[config.mk]
export PLATFORM = sky130hd
export DESIGN_NAME = fpsg_top
export DESIGN_NICKNAME = d
export VERILOG_FILES = /design/src/rtl/fpsg_pkg.sv /design/src/rtl/fpsg_top.sv /design/src/rtl/fpsg_decide.sv
export VERILOG_INCLUDE_DIRS = /design/src /design/src/rtl
export SDC_FILE = /design/constraint.sdc
export NUM_CORES = 1
export LEC_CHECK = 0
export BUFFER_PORTS_ARGS = -buffer_cell sky130_fd_sc_hd__clkbuf_2
export CAP_MARGIN = 40
export CORE_MARGIN = 4
export CORE_UTILIZATION = 47
export CTS_CLUSTER_SIZE = 25
export DETAILED_ROUTE_END_ITERATION = 16
export PLACE_DENSITY = 0.93
export SLEW_MARGIN = 20
export SYNTH_ARGS = -nofsm -noshare
export SYNTH_HDL_FRONTEND = slang
export SYNTH_SLANG_ARGS = --single-unit
[constraint.sdc]
create_clock -name clk_sys -period 5.3 [get_ports clk_sys]
set_input_delay 1.59 -clock clk_sys [delete_from_list [all_inputs] [get_ports clk_sys]]
set_output_delay 1.59 -clock clk_sys [all_outputs]
set_load 0.1 [all_outputs]
[src/rtl/fpsg_regs.svh]
// Register offsets, field positions, reset values and fixed addresses of
// the flash page security guard. Assumes a 13-bit byte address (8 kB).
`ifndef FPSG_REGS_SVH
`define FPSG_REGS_SVH

// Register indices; the APB byte address is four times the index.
`define FPSG_IDX_PROGRAM_STORE_CONTROL 8'h8F
`define FPSG_IDX_EVENT_STATUS 8'h90
`define FPSG_IDX_EVENT_MASK 8'h91
`define FPSG_IDX_LOCK_VIEW 8'h92
`define FPSG_IDX_RESET_CAUSE 8'h93

// Fields of program_store_control.
`define FPSG_PSC_WRITE_EN_BIT 0
`define FPSG_PSC_ERASE_EN_BIT 1
`define FPSG_PSC_RESET 8'h00

// Event bits shared by status and mask.
`define FPSG_EV_DEBUG_REFUSED 0
`define FPSG_EV_FW_NOT_ENABLED 1
`define FPSG_EV_FAULT_RESET 2
`define FPSG_EV_WIDTH 3
`define FPSG_EV_RESET 3'h0

// Field of reset_cause_register.
`define FPSG_CAUSE_FLASH_FAULT_BIT 0

// Flash geometry: 512-byte pages, 16 pages.
`define FPSG_ADDR_W 13
`define FPSG_PAGE_LSB 9
`define FPSG_PAGE_W 4
`define FPSG_PAGE_BYTES 512

// Fixed location of the security lock byte (last byte of flash).
`define FPSG_LOCK_BYTE_ADDR 13'h1FFF
`define FPSG_LOCK_RESET 8'hFF

`endif

[src/rtl/fpsg_pkg.sv]
// Types of the flash page security guard.
// Assumes nothing beyond the constants header.
package fpsg_pkg;

  typedef enum logic [1:0] {
    FPSG_OP_READ,
    FPSG_OP_WRITE,
    FPSG_OP_ERASE
  } fpsg_op_e;

  typedef enum logic [1:0] {
    FPSG_SRC_DEBUG,
    FPSG_SRC_FW_UNLOCKED,
    FPSG_SRC_FW_LOCKED
  } fpsg_src_e;

  typedef enum logic [1:0] {
    FPSG_ALLOW,
    FPSG_REFUSE,
    FPSG_FAULT
  } fpsg_verdict_e;

endpackage

[src/rtl/fpsg_top.sv]
// Flash page security guard: APB registers, access classification,
// permission decision and the command handed to the flash engine.
// Assumes requests come from same-clock logic and that fault_reset_req
// is wired to the system reset generator, which then pulls rst_n.
//
// Implementation choice: the APB slave port.
`timescale 1ns/1ps
`include "fpsg_regs.svh"
module fpsg_top
  import fpsg_pkg::*;
(
  input wire logic clk_sys, // System clock, 40 MHz
  input wire logic rst_n, // System reset, async, active low
  input wire logic por_n, // Power-on reset, async, active low
  // APB slave
  input wire logic psel, // APB select
  input wire logic penable, // APB access phase
  input wire logic pwrite, // APB write
  input wire logic [11:0] paddr, // APB byte address
  input wire logic [31:0] pwdata, // APB write data
  output logic [31:0] prdata, // APB read data
  output logic pready, // APB ready
  output logic pslverr, // APB error
  // Access request
  input wire logic req_valid, // Access request
  input wire logic req_from_debug, // Request from debug port
  input wire fpsg_op_e req_op, // Requested operation
  input wire logic [`FPSG_ADDR_W-1:0] req_addr, // Target byte address
  input wire logic [`FPSG_ADDR_W-1:0] fetch_addr, // Firmware code address
  input wire logic [7:0] req_wdata, // Write data
  input wire logic [7:0] cur_byte, // Current flash byte at req_addr
  input wire logic [7:0] lock_byte_in, // Lock byte read from flash
  output logic req_grant, // Request allowed
  output logic req_refused, // Request ignored
  // Flash engine command
  output logic flash_cmd_valid, // Command pulse
  output fpsg_op_e flash_cmd_op, // Command operation
  output logic [`FPSG_ADDR_W-1:0] flash_cmd_addr, // Command address
  output logic [7:0] flash_cmd_wdata, // Command data
  // System
  output logic fault_reset_req, // Flash error reset request pulse
  output logic irq // Interrupt, level
);

  // ------------------------------------------------------------------
  // Lock byte capture
  // ------------------------------------------------------------------
  // The lock byte is caught once after reset release, so that a write
  // to it only takes effect after the next device reset.
  logic [7:0] lock_reg;
  logic lock_taken_reg;
  logic [7:0] lock_count;

  always_ff @(posedge clk_sys or negedge rst_n) begin
    if (!rst_n) begin
      lock_reg <= `FPSG_LOCK_RESET;
      lock_taken_reg <= 1'b0;
    end else if (!lock_taken_reg) begin
      lock_reg <= lock_byte_in;
      lock_taken_reg <= 1'b1;
    end
  end

  assign lock_count = ~lock_reg;

  // ------------------------------------------------------------------
  // Access classification and decision
  // ------------------------------------------------------------------
  function automatic logic [`FPSG_PAGE_W-1:0] page_of(
    input logic [`FPSG_ADDR_W-1:0] addr
  );
    page_of = addr[`FPSG_ADDR_W-1:`FPSG_PAGE_LSB];
  endfunction

  localparam logic [`FPSG_ADDR_W-1:0] LOCK_ADDR = `FPSG_LOCK_BYTE_ADDR;
  localparam logic [`FPSG_PAGE_W-1:0] LOCK_PAGE =
    LOCK_ADDR[`FPSG_ADDR_W-1:`FPSG_PAGE_LSB];

  // The lock byte page counts as locked as soon as any page is locked.
  // lock page follows
  function automatic logic page_is_locked(
    input logic [`FPSG_PAGE_W-1:0] page,
    input logic [7:0] count
  );
    logic is_lock_page;
    is_lock_page = (page == LOCK_PAGE);
    page_is_locked = ({4'h0, page} < count) ||
                     (is_lock_page && count != 8'h00);
  endfunction

  logic [7:0] psc_reg;
  logic wr_en;
  logic er_en;
  logic fetch_locked;
  fpsg_src_e src;
  fpsg_op_e eff_op;
  logic fw_blocked;
  fpsg_verdict_e verdict;
  logic ev_debug_refused;
  logic ev_fw_blocked;
  logic ev_fault;

  assign wr_en = psc_reg[`FPSG_PSC_WRITE_EN_BIT];
  assign er_en = psc_reg[`FPSG_PSC_ERASE_EN_BIT];
  // Code fetched from any locked page, the lock byte page included.
  assign fetch_locked = page_is_locked(page_of(fetch_addr), lock_count);

  assign src = req_from_debug ? FPSG_SRC_DEBUG :
               fetch_locked ? FPSG_SRC_FW_LOCKED : FPSG_SRC_FW_UNLOCKED;

  assign eff_op = (!req_from_debug && req_op != FPSG_OP_READ &&
                   wr_en && er_en) ? FPSG_OP_ERASE : req_op;

  assign fw_blocked = !req_from_debug && req_op != FPSG_OP_READ &&
                      (!wr_en || (req_op == FPSG_OP_ERASE && !er_en));

  fpsg_decide u_decide (
    .src(src),
    .op(eff_op),
    .page(page_of(req_addr)),
    .lock_count(lock_count),
    .verdict(verdict)
  );

  assign req_grant = req_valid && !fw_blocked && verdict == FPSG_ALLOW;
  assign req_refused = req_valid && !req_grant && !ev_fault;
  assign ev_debug_refused = req_valid && req_from_debug &&
                            verdict == FPSG_REFUSE;
  assign ev_fw_blocked = req_valid && fw_blocked;
  assign ev_fault = req_valid && !req_from_debug && !fw_blocked &&
                    verdict == FPSG_FAULT;

  // ------------------------------------------------------------------
  // Flash engine command
  // ------------------------------------------------------------------
  logic [`FPSG_ADDR_W-1:0] cmd_addr_next;
  logic [7:0] cmd_wdata_next;

  assign cmd_addr_next = (eff_op == FPSG_OP_ERASE) ?
    {page_of(req_addr), {`FPSG_PAGE_LSB{1'b0}}} : req_addr;
  assign cmd_wdata_next = (eff_op == FPSG_OP_ERASE) ? 8'hFF :
                          (eff_op == FPSG_OP_WRITE) ? (req_wdata & cur_byte) :
                          8'h00;

  always_ff @(posedge clk_sys or negedge rst_n) begin
    if (!rst_n) begin
      flash_cmd_valid <= 1'b0;
      flash_cmd_op <= FPSG_OP_READ;
      flash_cmd_addr <= '0;
      flash_cmd_wdata <= 8'h00;
      fault_reset_req <= 1'b0;
    end else begin
      flash_cmd_valid <= req_grant;
      fault_reset_req <= ev_fault;
      if (req_grant) begin
        flash_cmd_op <= eff_op;
        flash_cmd_addr <= cmd_addr_next;
        flash_cmd_wdata <= cmd_wdata_next;
      end
    end
  end

  // ------------------------------------------------------------------
  // APB decode
  // ------------------------------------------------------------------
  function automatic logic hits(input logic [11:0] a, input logic [7:0] idx);
    hits = (a == {2'b00, idx, 2'b00});
  endfunction

  logic hit_psc;
  logic hit_status;
  logic hit_mask;
  logic hit_lock;
  logic hit_cause;
  logic mapped;
  logic wr_acc;
  logic setup_rd;
  logic [31:0] rd_mux;

  assign hit_psc = hits(paddr, `FPSG_IDX_PROGRAM_STORE_CONTROL);
  assign hit_status = hits(paddr, `FPSG_IDX_EVENT_STATUS);
  assign hit_mask = hits(paddr, `FPSG_IDX_EVENT_MASK);
  assign hit_lock = hits(paddr, `FPSG_IDX_LOCK_VIEW);
  assign hit_cause = hits(paddr, `FPSG_IDX_RESET_CAUSE);
  assign mapped = hit_psc || hit_status || hit_mask || hit_lock || hit_cause;
  assign wr_acc = psel && penable && pwrite && mapped;
  assign setup_rd = psel && !penable && !pwrite;

  // Zero wait states: the read word is caught in the setup cycle.
  assign pready = 1'b1;
  assign pslverr = psel && penable && !mapped;

  // ------------------------------------------------------------------
  // Control register
  // ------------------------------------------------------------------
  logic [7:0] psc_next;

  assign psc_next = {6'h00, pwdata[`FPSG_PSC_ERASE_EN_BIT],
                     pwdata[`FPSG_PSC_WRITE_EN_BIT]};

  always_ff @(posedge clk_sys or negedge rst_n) begin
    if (!rst_n) begin
      psc_reg <= `FPSG_PSC_RESET;
    end else if (wr_acc && hit_psc) begin
      psc_reg <= psc_next;
    end
  end

  // ------------------------------------------------------------------
  // Event status and mask
  // ------------------------------------------------------------------
  logic [`FPSG_EV_WIDTH-1:0] status_reg;
  logic [`FPSG_EV_WIDTH-1:0] mask_reg;
  logic [`FPSG_EV_WIDTH-1:0] ev_now;
  logic [`FPSG_EV_WIDTH-1:0] status_clr;
  logic [`FPSG_EV_WIDTH-1:0] status_next;

  assign ev_now = {ev_fault, ev_fw_blocked, ev_debug_refused};
  assign status_clr = (wr_acc && hit_status) ?
    pwdata[`FPSG_EV_WIDTH-1:0] : `FPSG_EV_RESET;
  // New events win over a write-one clear in the same cycle.
  assign status_next = (status_reg & ~status_clr) | ev_now;

  always_ff @(posedge clk_sys or negedge rst_n) begin
    if (!rst_n) begin
      status_reg <= `FPSG_EV_RESET;
    end else begin
      status_reg <= status_next;
    end
  end

  always_ff @(posedge clk_sys or negedge rst_n) begin
    if (!rst_n) begin
      mask_reg <= `FPSG_EV_RESET;
    end else if (wr_acc && hit_mask) begin
      mask_reg <= pwdata[`FPSG_EV_WIDTH-1:0];
    end
  end

  // ------------------------------------------------------------------
  // Reset cause flag
  // ------------------------------------------------------------------
  logic cause_reg;

  // Survives the fault reset it announces; power-on or a write of one to the bit clears it.
  // flag after reset
  always_ff @(posedge clk_sys or negedge por_n) begin
    if (!por_n) begin
      cause_reg <= 1'b0;
    end else if (ev_fault) begin
      cause_reg <= 1'b1;
    end else if (wr_acc && hit_cause &&
                 pwdata[`FPSG_CAUSE_FLASH_FAULT_BIT]) begin
      cause_reg <= 1'b0;
    end
  end

  // ------------------------------------------------------------------
  // Read data and interrupt
  // ------------------------------------------------------------------
  // lock page state shown
  assign rd_mux = hit_psc ? {24'h0, psc_reg} :
                  hit_status ? {29'h0, status_reg} :
                  hit_mask ? {29'h0, mask_reg} :
                  hit_lock ? {15'h0, lock_count != 8'h00, lock_count,
                              lock_reg} :
                  hit_cause ? {31'h0, cause_reg} : 32'h0;

  always_ff @(posedge clk_sys or negedge rst_n) begin
    if (!rst_n) begin
      prdata <= 32'h0;
    end else if (setup_rd) begin
      prdata <= rd_mux;
    end
  end

  assign irq = |(status_reg & mask_reg);

endmodule // fpsg_top

[src/rtl/fpsg_decide.sv]
// Combinational permission decision for one flash access.
// Assumes the caller has already classified the access source.
`timescale 1ns/1ps
`include "fpsg_regs.svh"
module fpsg_decide
  import fpsg_pkg::*;
(
  input wire fpsg_src_e src, // Access class
  input wire fpsg_op_e op, // Operation after enable mapping
  input wire logic [`FPSG_PAGE_W-1:0] page, // Target page
  input wire logic [7:0] lock_count, // Number of locked pages
  output fpsg_verdict_e verdict // Decision
);

  localparam logic [`FPSG_ADDR_W-1:0] LOCK_ADDR = `FPSG_LOCK_BYTE_ADDR;
  localparam logic [`FPSG_PAGE_W-1:0] LOCK_PAGE =
    LOCK_ADDR[`FPSG_ADDR_W-1:`FPSG_PAGE_LSB];

  logic tgt_lock_page;
  logic any_locked;
  logic page_locked;

  assign tgt_lock_page = (page == LOCK_PAGE);
  assign any_locked = (lock_count != 8'h00);
  assign page_locked = ({4'h0, page} < lock_count);

  always_comb begin
    verdict = FPSG_ALLOW;
    if (tgt_lock_page) begin
      if (!any_locked) begin
        verdict = FPSG_ALLOW;
      end else if (src == FPSG_SRC_DEBUG) begin
        verdict = FPSG_REFUSE;
      end else if (src == FPSG_SRC_FW_UNLOCKED) begin
        verdict = FPSG_FAULT;
      end else if (op == FPSG_OP_ERASE) begin
        verdict = FPSG_FAULT;
      end else begin
        verdict = FPSG_ALLOW;
      end
    end else if (page_locked) begin
      if (src == FPSG_SRC_DEBUG) begin
        verdict = FPSG_REFUSE;
      end else if (src == FPSG_SRC_FW_UNLOCKED) begin
        verdict = FPSG_FAULT;
      end else begin
        verdict = FPSG_ALLOW;
      end
    end else begin
      verdict = FPSG_ALLOW;
    end
  end

endmodule // fpsg_decide

Word-level counts from Yosys, hierarchy flattened

Index checks and enable logic that the tools add are counted.

Input port bits: 104
Register bits after elaboration: 75

Multiplexer cells: 22
Order comparisons: 2
Bitwise logic cells: 6
Equal/unequal tests: 13
Reductions and logical operators: 48

Operators by type and width:

| cell                   | count |
|---|---|
| $mux W17               | 4 |
| $eq A12 B10 Y1 const B | 5 |
| $logic_and A1 B1 Y1    | 27 |
| $mux W2                | 11 |
| $lt A4 B8 Y1           | 2 |
| $mux W8                | 2 |
| $logic_not A1 Y1       | 9 |
| $mux W9                | 1 |
| $and A8 B8 Y8          | 1 |
| $eq A4 B4 Y1 const B   | 2 |
| $not A8 Y8             | 1 |
| $reduce_bool A8 Y1     | 1 |
| $and A3 B3 Y3          | 2 |
| $eq A2 B1 Y1 const B   | 3 |
| $eq A2 B2 Y1 const B   | 3 |
| $logic_or A1 B1 Y1     | 6 |
| $logic_not A2 Y1       | 2 |
| $reduce_bool A2 Y1     | 2 |
| $mux W1                | 3 |
| $mux W3                | 1 |
| $not A3 Y3             | 1 |
| $or A3 B3 Y3           | 1 |
| $reduce_or A3 Y1       | 1 |

Logic depth before layout (Yosys ltp)

Depth after elaboration: 16
Gate-level depth with buffers: 8
Gate-level depth less buffers: 7

Hierarchy

Synthesis repeated with hierarchy kept, for this count alone.

Cell total of the unflattened synthesis: 274
Area, all modules: 3061.7 um^2

Modules (own cells, without submodules):

| module      | area each (um^2) | cells each | instances |
|---|---|---|---|
| fpsg_top    | 2929.1           | 254        | 1 |
| fpsg_decide | 132.6            | 20         | 1 |

Least setup slack after synthesis

Ideal clock, no wire load.

Path kind: input to output
Start point: in req_addr[11]
End point: out req_refused
Path slack: -0.296 ns
Path buffers: 0
Arrival time: 4.006 ns
Required time: 3.710 ns
Cell stages on the path: 6
Cells stage by stage: ha_1 > a21oi_1 > a21boi_1 > o311ai_2 > a21oi_1 > nor2b_1

Cells in the longest elaborated chain, start to end: 8

Ends and longest elaborated chain:

| item                  | RTL line          | RTL |
|---|---|---|
| start: declaration    | fpsg_top.sv:28    | `` input wire logic [`FPSG_ADDR_W-1:0] req_addr, `` |
| $lt A4 B8 Y1          | fpsg_decide.sv:25 | `assign page_locked = ({4'h0, page} < lock_count);` |
| $mux W2               | fpsg_decide.sv:41 | `end else if (page_locked) begin` |
| $mux W2 *             | fpsg_decide.sv:29 | `if (tgt_lock_page) begin` |
| $logic_not A2 Y1      | fpsg_top.sv:125   | `assign req_grant = req_valid && !fw_blocked && verdict == FPSG_ALLOW;` |
| $logic_and A1 B1 Y1   | fpsg_top.sv:125   |  |
| $logic_not A1 Y1      | fpsg_top.sv:126   | `assign req_refused = req_valid && !req_grant && !ev_fault;` |
| $logic_and A1 B1 Y1   | fpsg_top.sv:126   |  |
| $logic_and A1 B1 Y1 * | fpsg_top.sv:126   |  |
| end: declaration      | fpsg_top.sv:34    | `output logic req_refused,` |

Mark *: on every way between the ends. The rest lies on a longest branch, timed or not.

Final worst setup path

Start point: in fetch_addr[10]
End point: out req_grant

Cells in the longest elaborated chain, start to end: 12

Ends and longest elaborated chain:

| item                                                 | RTL line                             | RTL |
|---|---|---|
| start: declaration                                   | fpsg_top.sv:29                       | `` input wire logic [`FPSG_ADDR_W-1:0] fetch_addr, `` |
| branches (longest 2 deep; another with $lt A4 B8 Y1) | n/a                                  |  |
| $logic_or A1 B1 Y1 *                                 | fpsg_top.sv:87                       | `page_is_locked = ({4'h0, page} < count) \|\|` |
| $mux W2 *                                            | fpsg_top.sv:109                      | `fetch_locked ? FPSG_SRC_FW_LOCKED : FPSG_SRC_FW_UNLOCKED;` |
| $mux W2 *                                            | fpsg_top.sv:108                      | `assign src = req_from_debug ? FPSG_SRC_DEBUG :` |
| $eq A2 B1 Y1                                         | fpsg_decide.sv:34, fpsg_decide.sv:44 |  |
| $mux W2, on equally long branches                    | fpsg_decide.sv:34, fpsg_decide.sv:44 |  |
| $mux W2, on equally long branches                    | fpsg_decide.sv:32, fpsg_decide.sv:42 |  |
| $mux W2, on equally long branches                    | fpsg_decide.sv:30, fpsg_decide.sv:41 |  |
| $mux W2 *                                            | fpsg_decide.sv:29                    |  |
| $logic_not A2 Y1 *                                   | fpsg_top.sv:125                      |  |
| $logic_and A1 B1 Y1 *                                | fpsg_top.sv:125                      |  |
| end: declaration                                     | fpsg_top.sv:33                       | `output logic req_grant,` |

Every way passes the cells marked *.

==> metrics <==
Reg power frac=36.7%; Hold Fails Final Rpt=0; Final #Nets=472; Syn Area/Cell=11.6 um2; period utilization=92.9%; TritonCTS Sinks=60; hold path endpoint=prdata[0]$_DFFE_PN0P_; clk_lat worst skew=0.33 ns; Rows=28; port bufs=111; Met3 Wirelength=403 um; dominant synthesized flop cell=dfrtp_1; share of post-route cells with drive strength above 1=45.5%; DRC Markers=0; most used cell, CP=o21ai_0; top sig layer=met4; global-route wire length before repair=11.4 mm; register area=0.00151 mm2; DP HPWL=5.50 mm; GR Util All Layers=19.9%; setup_tns=0 ns; area of the die=0.00741 mm2; post-synthesis adder-cell area fraction=2.62%; Via Count=2385; EDFF count, synth=0; Area contributors post-synth=dfrtp_1 45%, dfstp_2 7.3%, mux2_2 6.3%; Mapped Area=0.00287 mm2; highest clock rate=203 MHz; most frequent cells in the layout=109 x clkbuf_2, 52 x dfrtp_1, 22 x nand2_1; Worst Path Max Fanout=14; fin util=62.0%; crit-path cells=clkbuf_2 -> ha_1 -> o21ai_0 -> o21ai_0 -> a211o_1 -> a21o_4 -> inv_2 -> buf_12; kind of critical path=in2out; VDD IR max=326 uV; R2R setup slack=2.82 ns; Synth Area in XOR/XNOR=0%; Max Root-Sink Buffers=2; sequential fraction of the synthesis area=52.8%; chip height=86.1 um; ys async rst share=100%; switching power=0.632 mW; fill cell count=512; main combinational cell family by area after synthesis=compound AO/OA/AOI/OAI gates; count of hold-fix buffers inserted at cts=0; Setup Viol. Count Final=0; htree depth=3; postcts setup bufs=0; actual slew at the worst max-slew pin=0.726 ns; Final Skew=0.00956 ns; Synth Area in Compound Gates=16.8%; Slew Limit Headroom=51.6%; Worst setup EP type=output port; HP Start=prdata[0]$_DFFE_PN0P_; Switching Share=42.5%; die width=86.1 um; min Tclk post-route=4.92 ns; routed vias/inst=5.40; Inserted Clock Buffers=9; Placed Instance Area=0.00346 mm2; DRT antenna net count=0; largest net degree at the start of global routing=60; I/O Pins=166; post-route cell area=0.00367 mm2; Comb pwr share=34.7%; WP data arrival=3.33 ns; core area=0.00592 mm2; routed wire length per instance=16.2 um; YS warnings=0; max FFs per register=17; maxcap violations=0; worst hold path depth=2; status=finished, final reports clean; RSZ-0062 raised after global routing=no; Synth top area share=45.4%; biggest regs=prdata x17, flash_cmd_addr x13; slowest CP cell=a211o_1; Power Total=1.49 mW; PwrDens=405 mW/mm2; CTS tree=built; R2R depth=7; simple-gate area share of the yosys netlist=11.3%; Reg clk slew, reported paths=0.07 ns; Final Max Tran Viols=0; Area Overhead vs Synth=28.1%; Syn Inst Count=246; combined area of the multi-input logic cells=0.00121 mm2; post-synthesis mux area share=9.00%; Gates resized, CTS repair=0; number of synthesized register bits=60; commonest non-fill, non-tap cell in the layout=clkbuf_2; routability cong.=0.870; Pre-Repair DR Iteration Count=4; WP data required=3.71 ns; CTS Root Cell=clkbuf_8; largest area contributor in the netlist=dfrtp_1; Total Routed Length=7.14 mm; vias in the first global route=2355; reg2reg end=flash_cmd_wdata[7]$_DFFE_PN0P_; DRT iter0 DRCs=161; distinct cell type count after synthesis=47; cell leakage power=1.86 nW; worst reg2reg path startpoint=lock_reg[1]$_DFFE_PN1N_; Initial Util=48.4%; clock power share=28.6%; Critical Path Max Stage Delay=0.34 ns; initial antenna violation count=0; worst hold-check path type=reg2reg; Int Power=0.854 mW; critical path startpoint category=primary input; diodes inserted=0; Biggest register=prdata; WL met1=2.89 mm; total gr overflow=0; met2 routed WL=3.68 mm
-- power groups by stage --
| stage | registers [mW] | logic, mW | clock network (mW) |
|---|---|---|---|
| floorplan | 0.819 | 0.155 | 0 |
| global placement | 0.550 | 0.510 | 0 |
| detailed placement | 0.552 | 0.518 | 0 |
| CTS | 0.545 | 0.519 | 0.434 |
| global route | 0.552 | 0.538 | 0.462 |
| finish | 0.545 | 0.516 | 0.425 |
-- synth_stat cells, types with 2 or more instances --
cell       number
a22o_1         16
a2bb2oi_1       8
dfstp_2         8
buf_4          16
inv_1           8
dfrtp_1        52
o21ai_0        15
mux2_2         16
nor4_1          2
nor2b_1         4
conb_1          2
nand2b_1        2
nand3_1        10
nor3_1          4
and4_1          2
nand2_1        22
mux2i_1         4
nand4_1         3
ha_1            6
o211ai_1        2
clkbuf_1        6
buf_6           3
nor2_1          7
a21oi_1         5
-- critical path, delay by kind of cell --
kind                       cells  cell delay [ns]
adders and majority gates      1             0.28
buffers and inverters          3             0.54
AOI/OAI and AO/OA              4             0.91
-- worst max-delay path by stage --
stage | startpoint | endpoint | slack [ns] | cells after the start
2_1_floorplan | req_addr[11] | req_refused | 0.22 | 6
3_3_place_gp | fetch_addr[10] | req_grant | 0.41 | 8
3_5_place_dp | fetch_addr[10] | req_grant | 0.38 | 8
4_1_cts | fetch_addr[10] | req_grant | 0.38 | 8
5_1_grt | fetch_addr[10] | req_grant | 0.24 | 8
6_report | fetch_addr[10] | req_grant | 0.38 | 8
-- metal layers --
metal / global-route usage [%] / vias up
met5: 0 / -
met4: 10.8 / 0
met3: 3.46 / 14
met2: 33.0 / 98
met1: 24.6 / 1172
li1: - / 1101
-- stage by stage --
step / hold slack (ns) / setup slack (ns) / instances
final: 0.483 / 0.377 / 442
after global routing: 0.521 / 0.243 / 442
after detailed placement: 0.471 / 0.379 / 426
after CTS: 0.487 / 0.378 / 442
after floorplan: 0.465 / 0.215 / 261
after global placement: 0.463 / 0.411 / 424
-- logic make-up after synthesis --
group                    Yosys count
AND/OR/NAND/NOR                   62
AO/OA/AOI/OAI                     60
flip-flops                        60
buffers and inverters             34
multiplexers                      22
adder cells (fa/ha/maj)            6
other                              2
-- layout make-up --
type                            count  share of cell area [%]
Multi-Input combinational cell    167                    32.9
Clock inverter                      5                    1.60
Sequential cell                    60                    41.2
Timing Repair Buffer              115                    16.7
Inverter                            9                   0.921
Clock buffer                       11                    4.13
Tap cell                           75                    2.56
No activity file was read; power rests on OpenSTA's default activity.
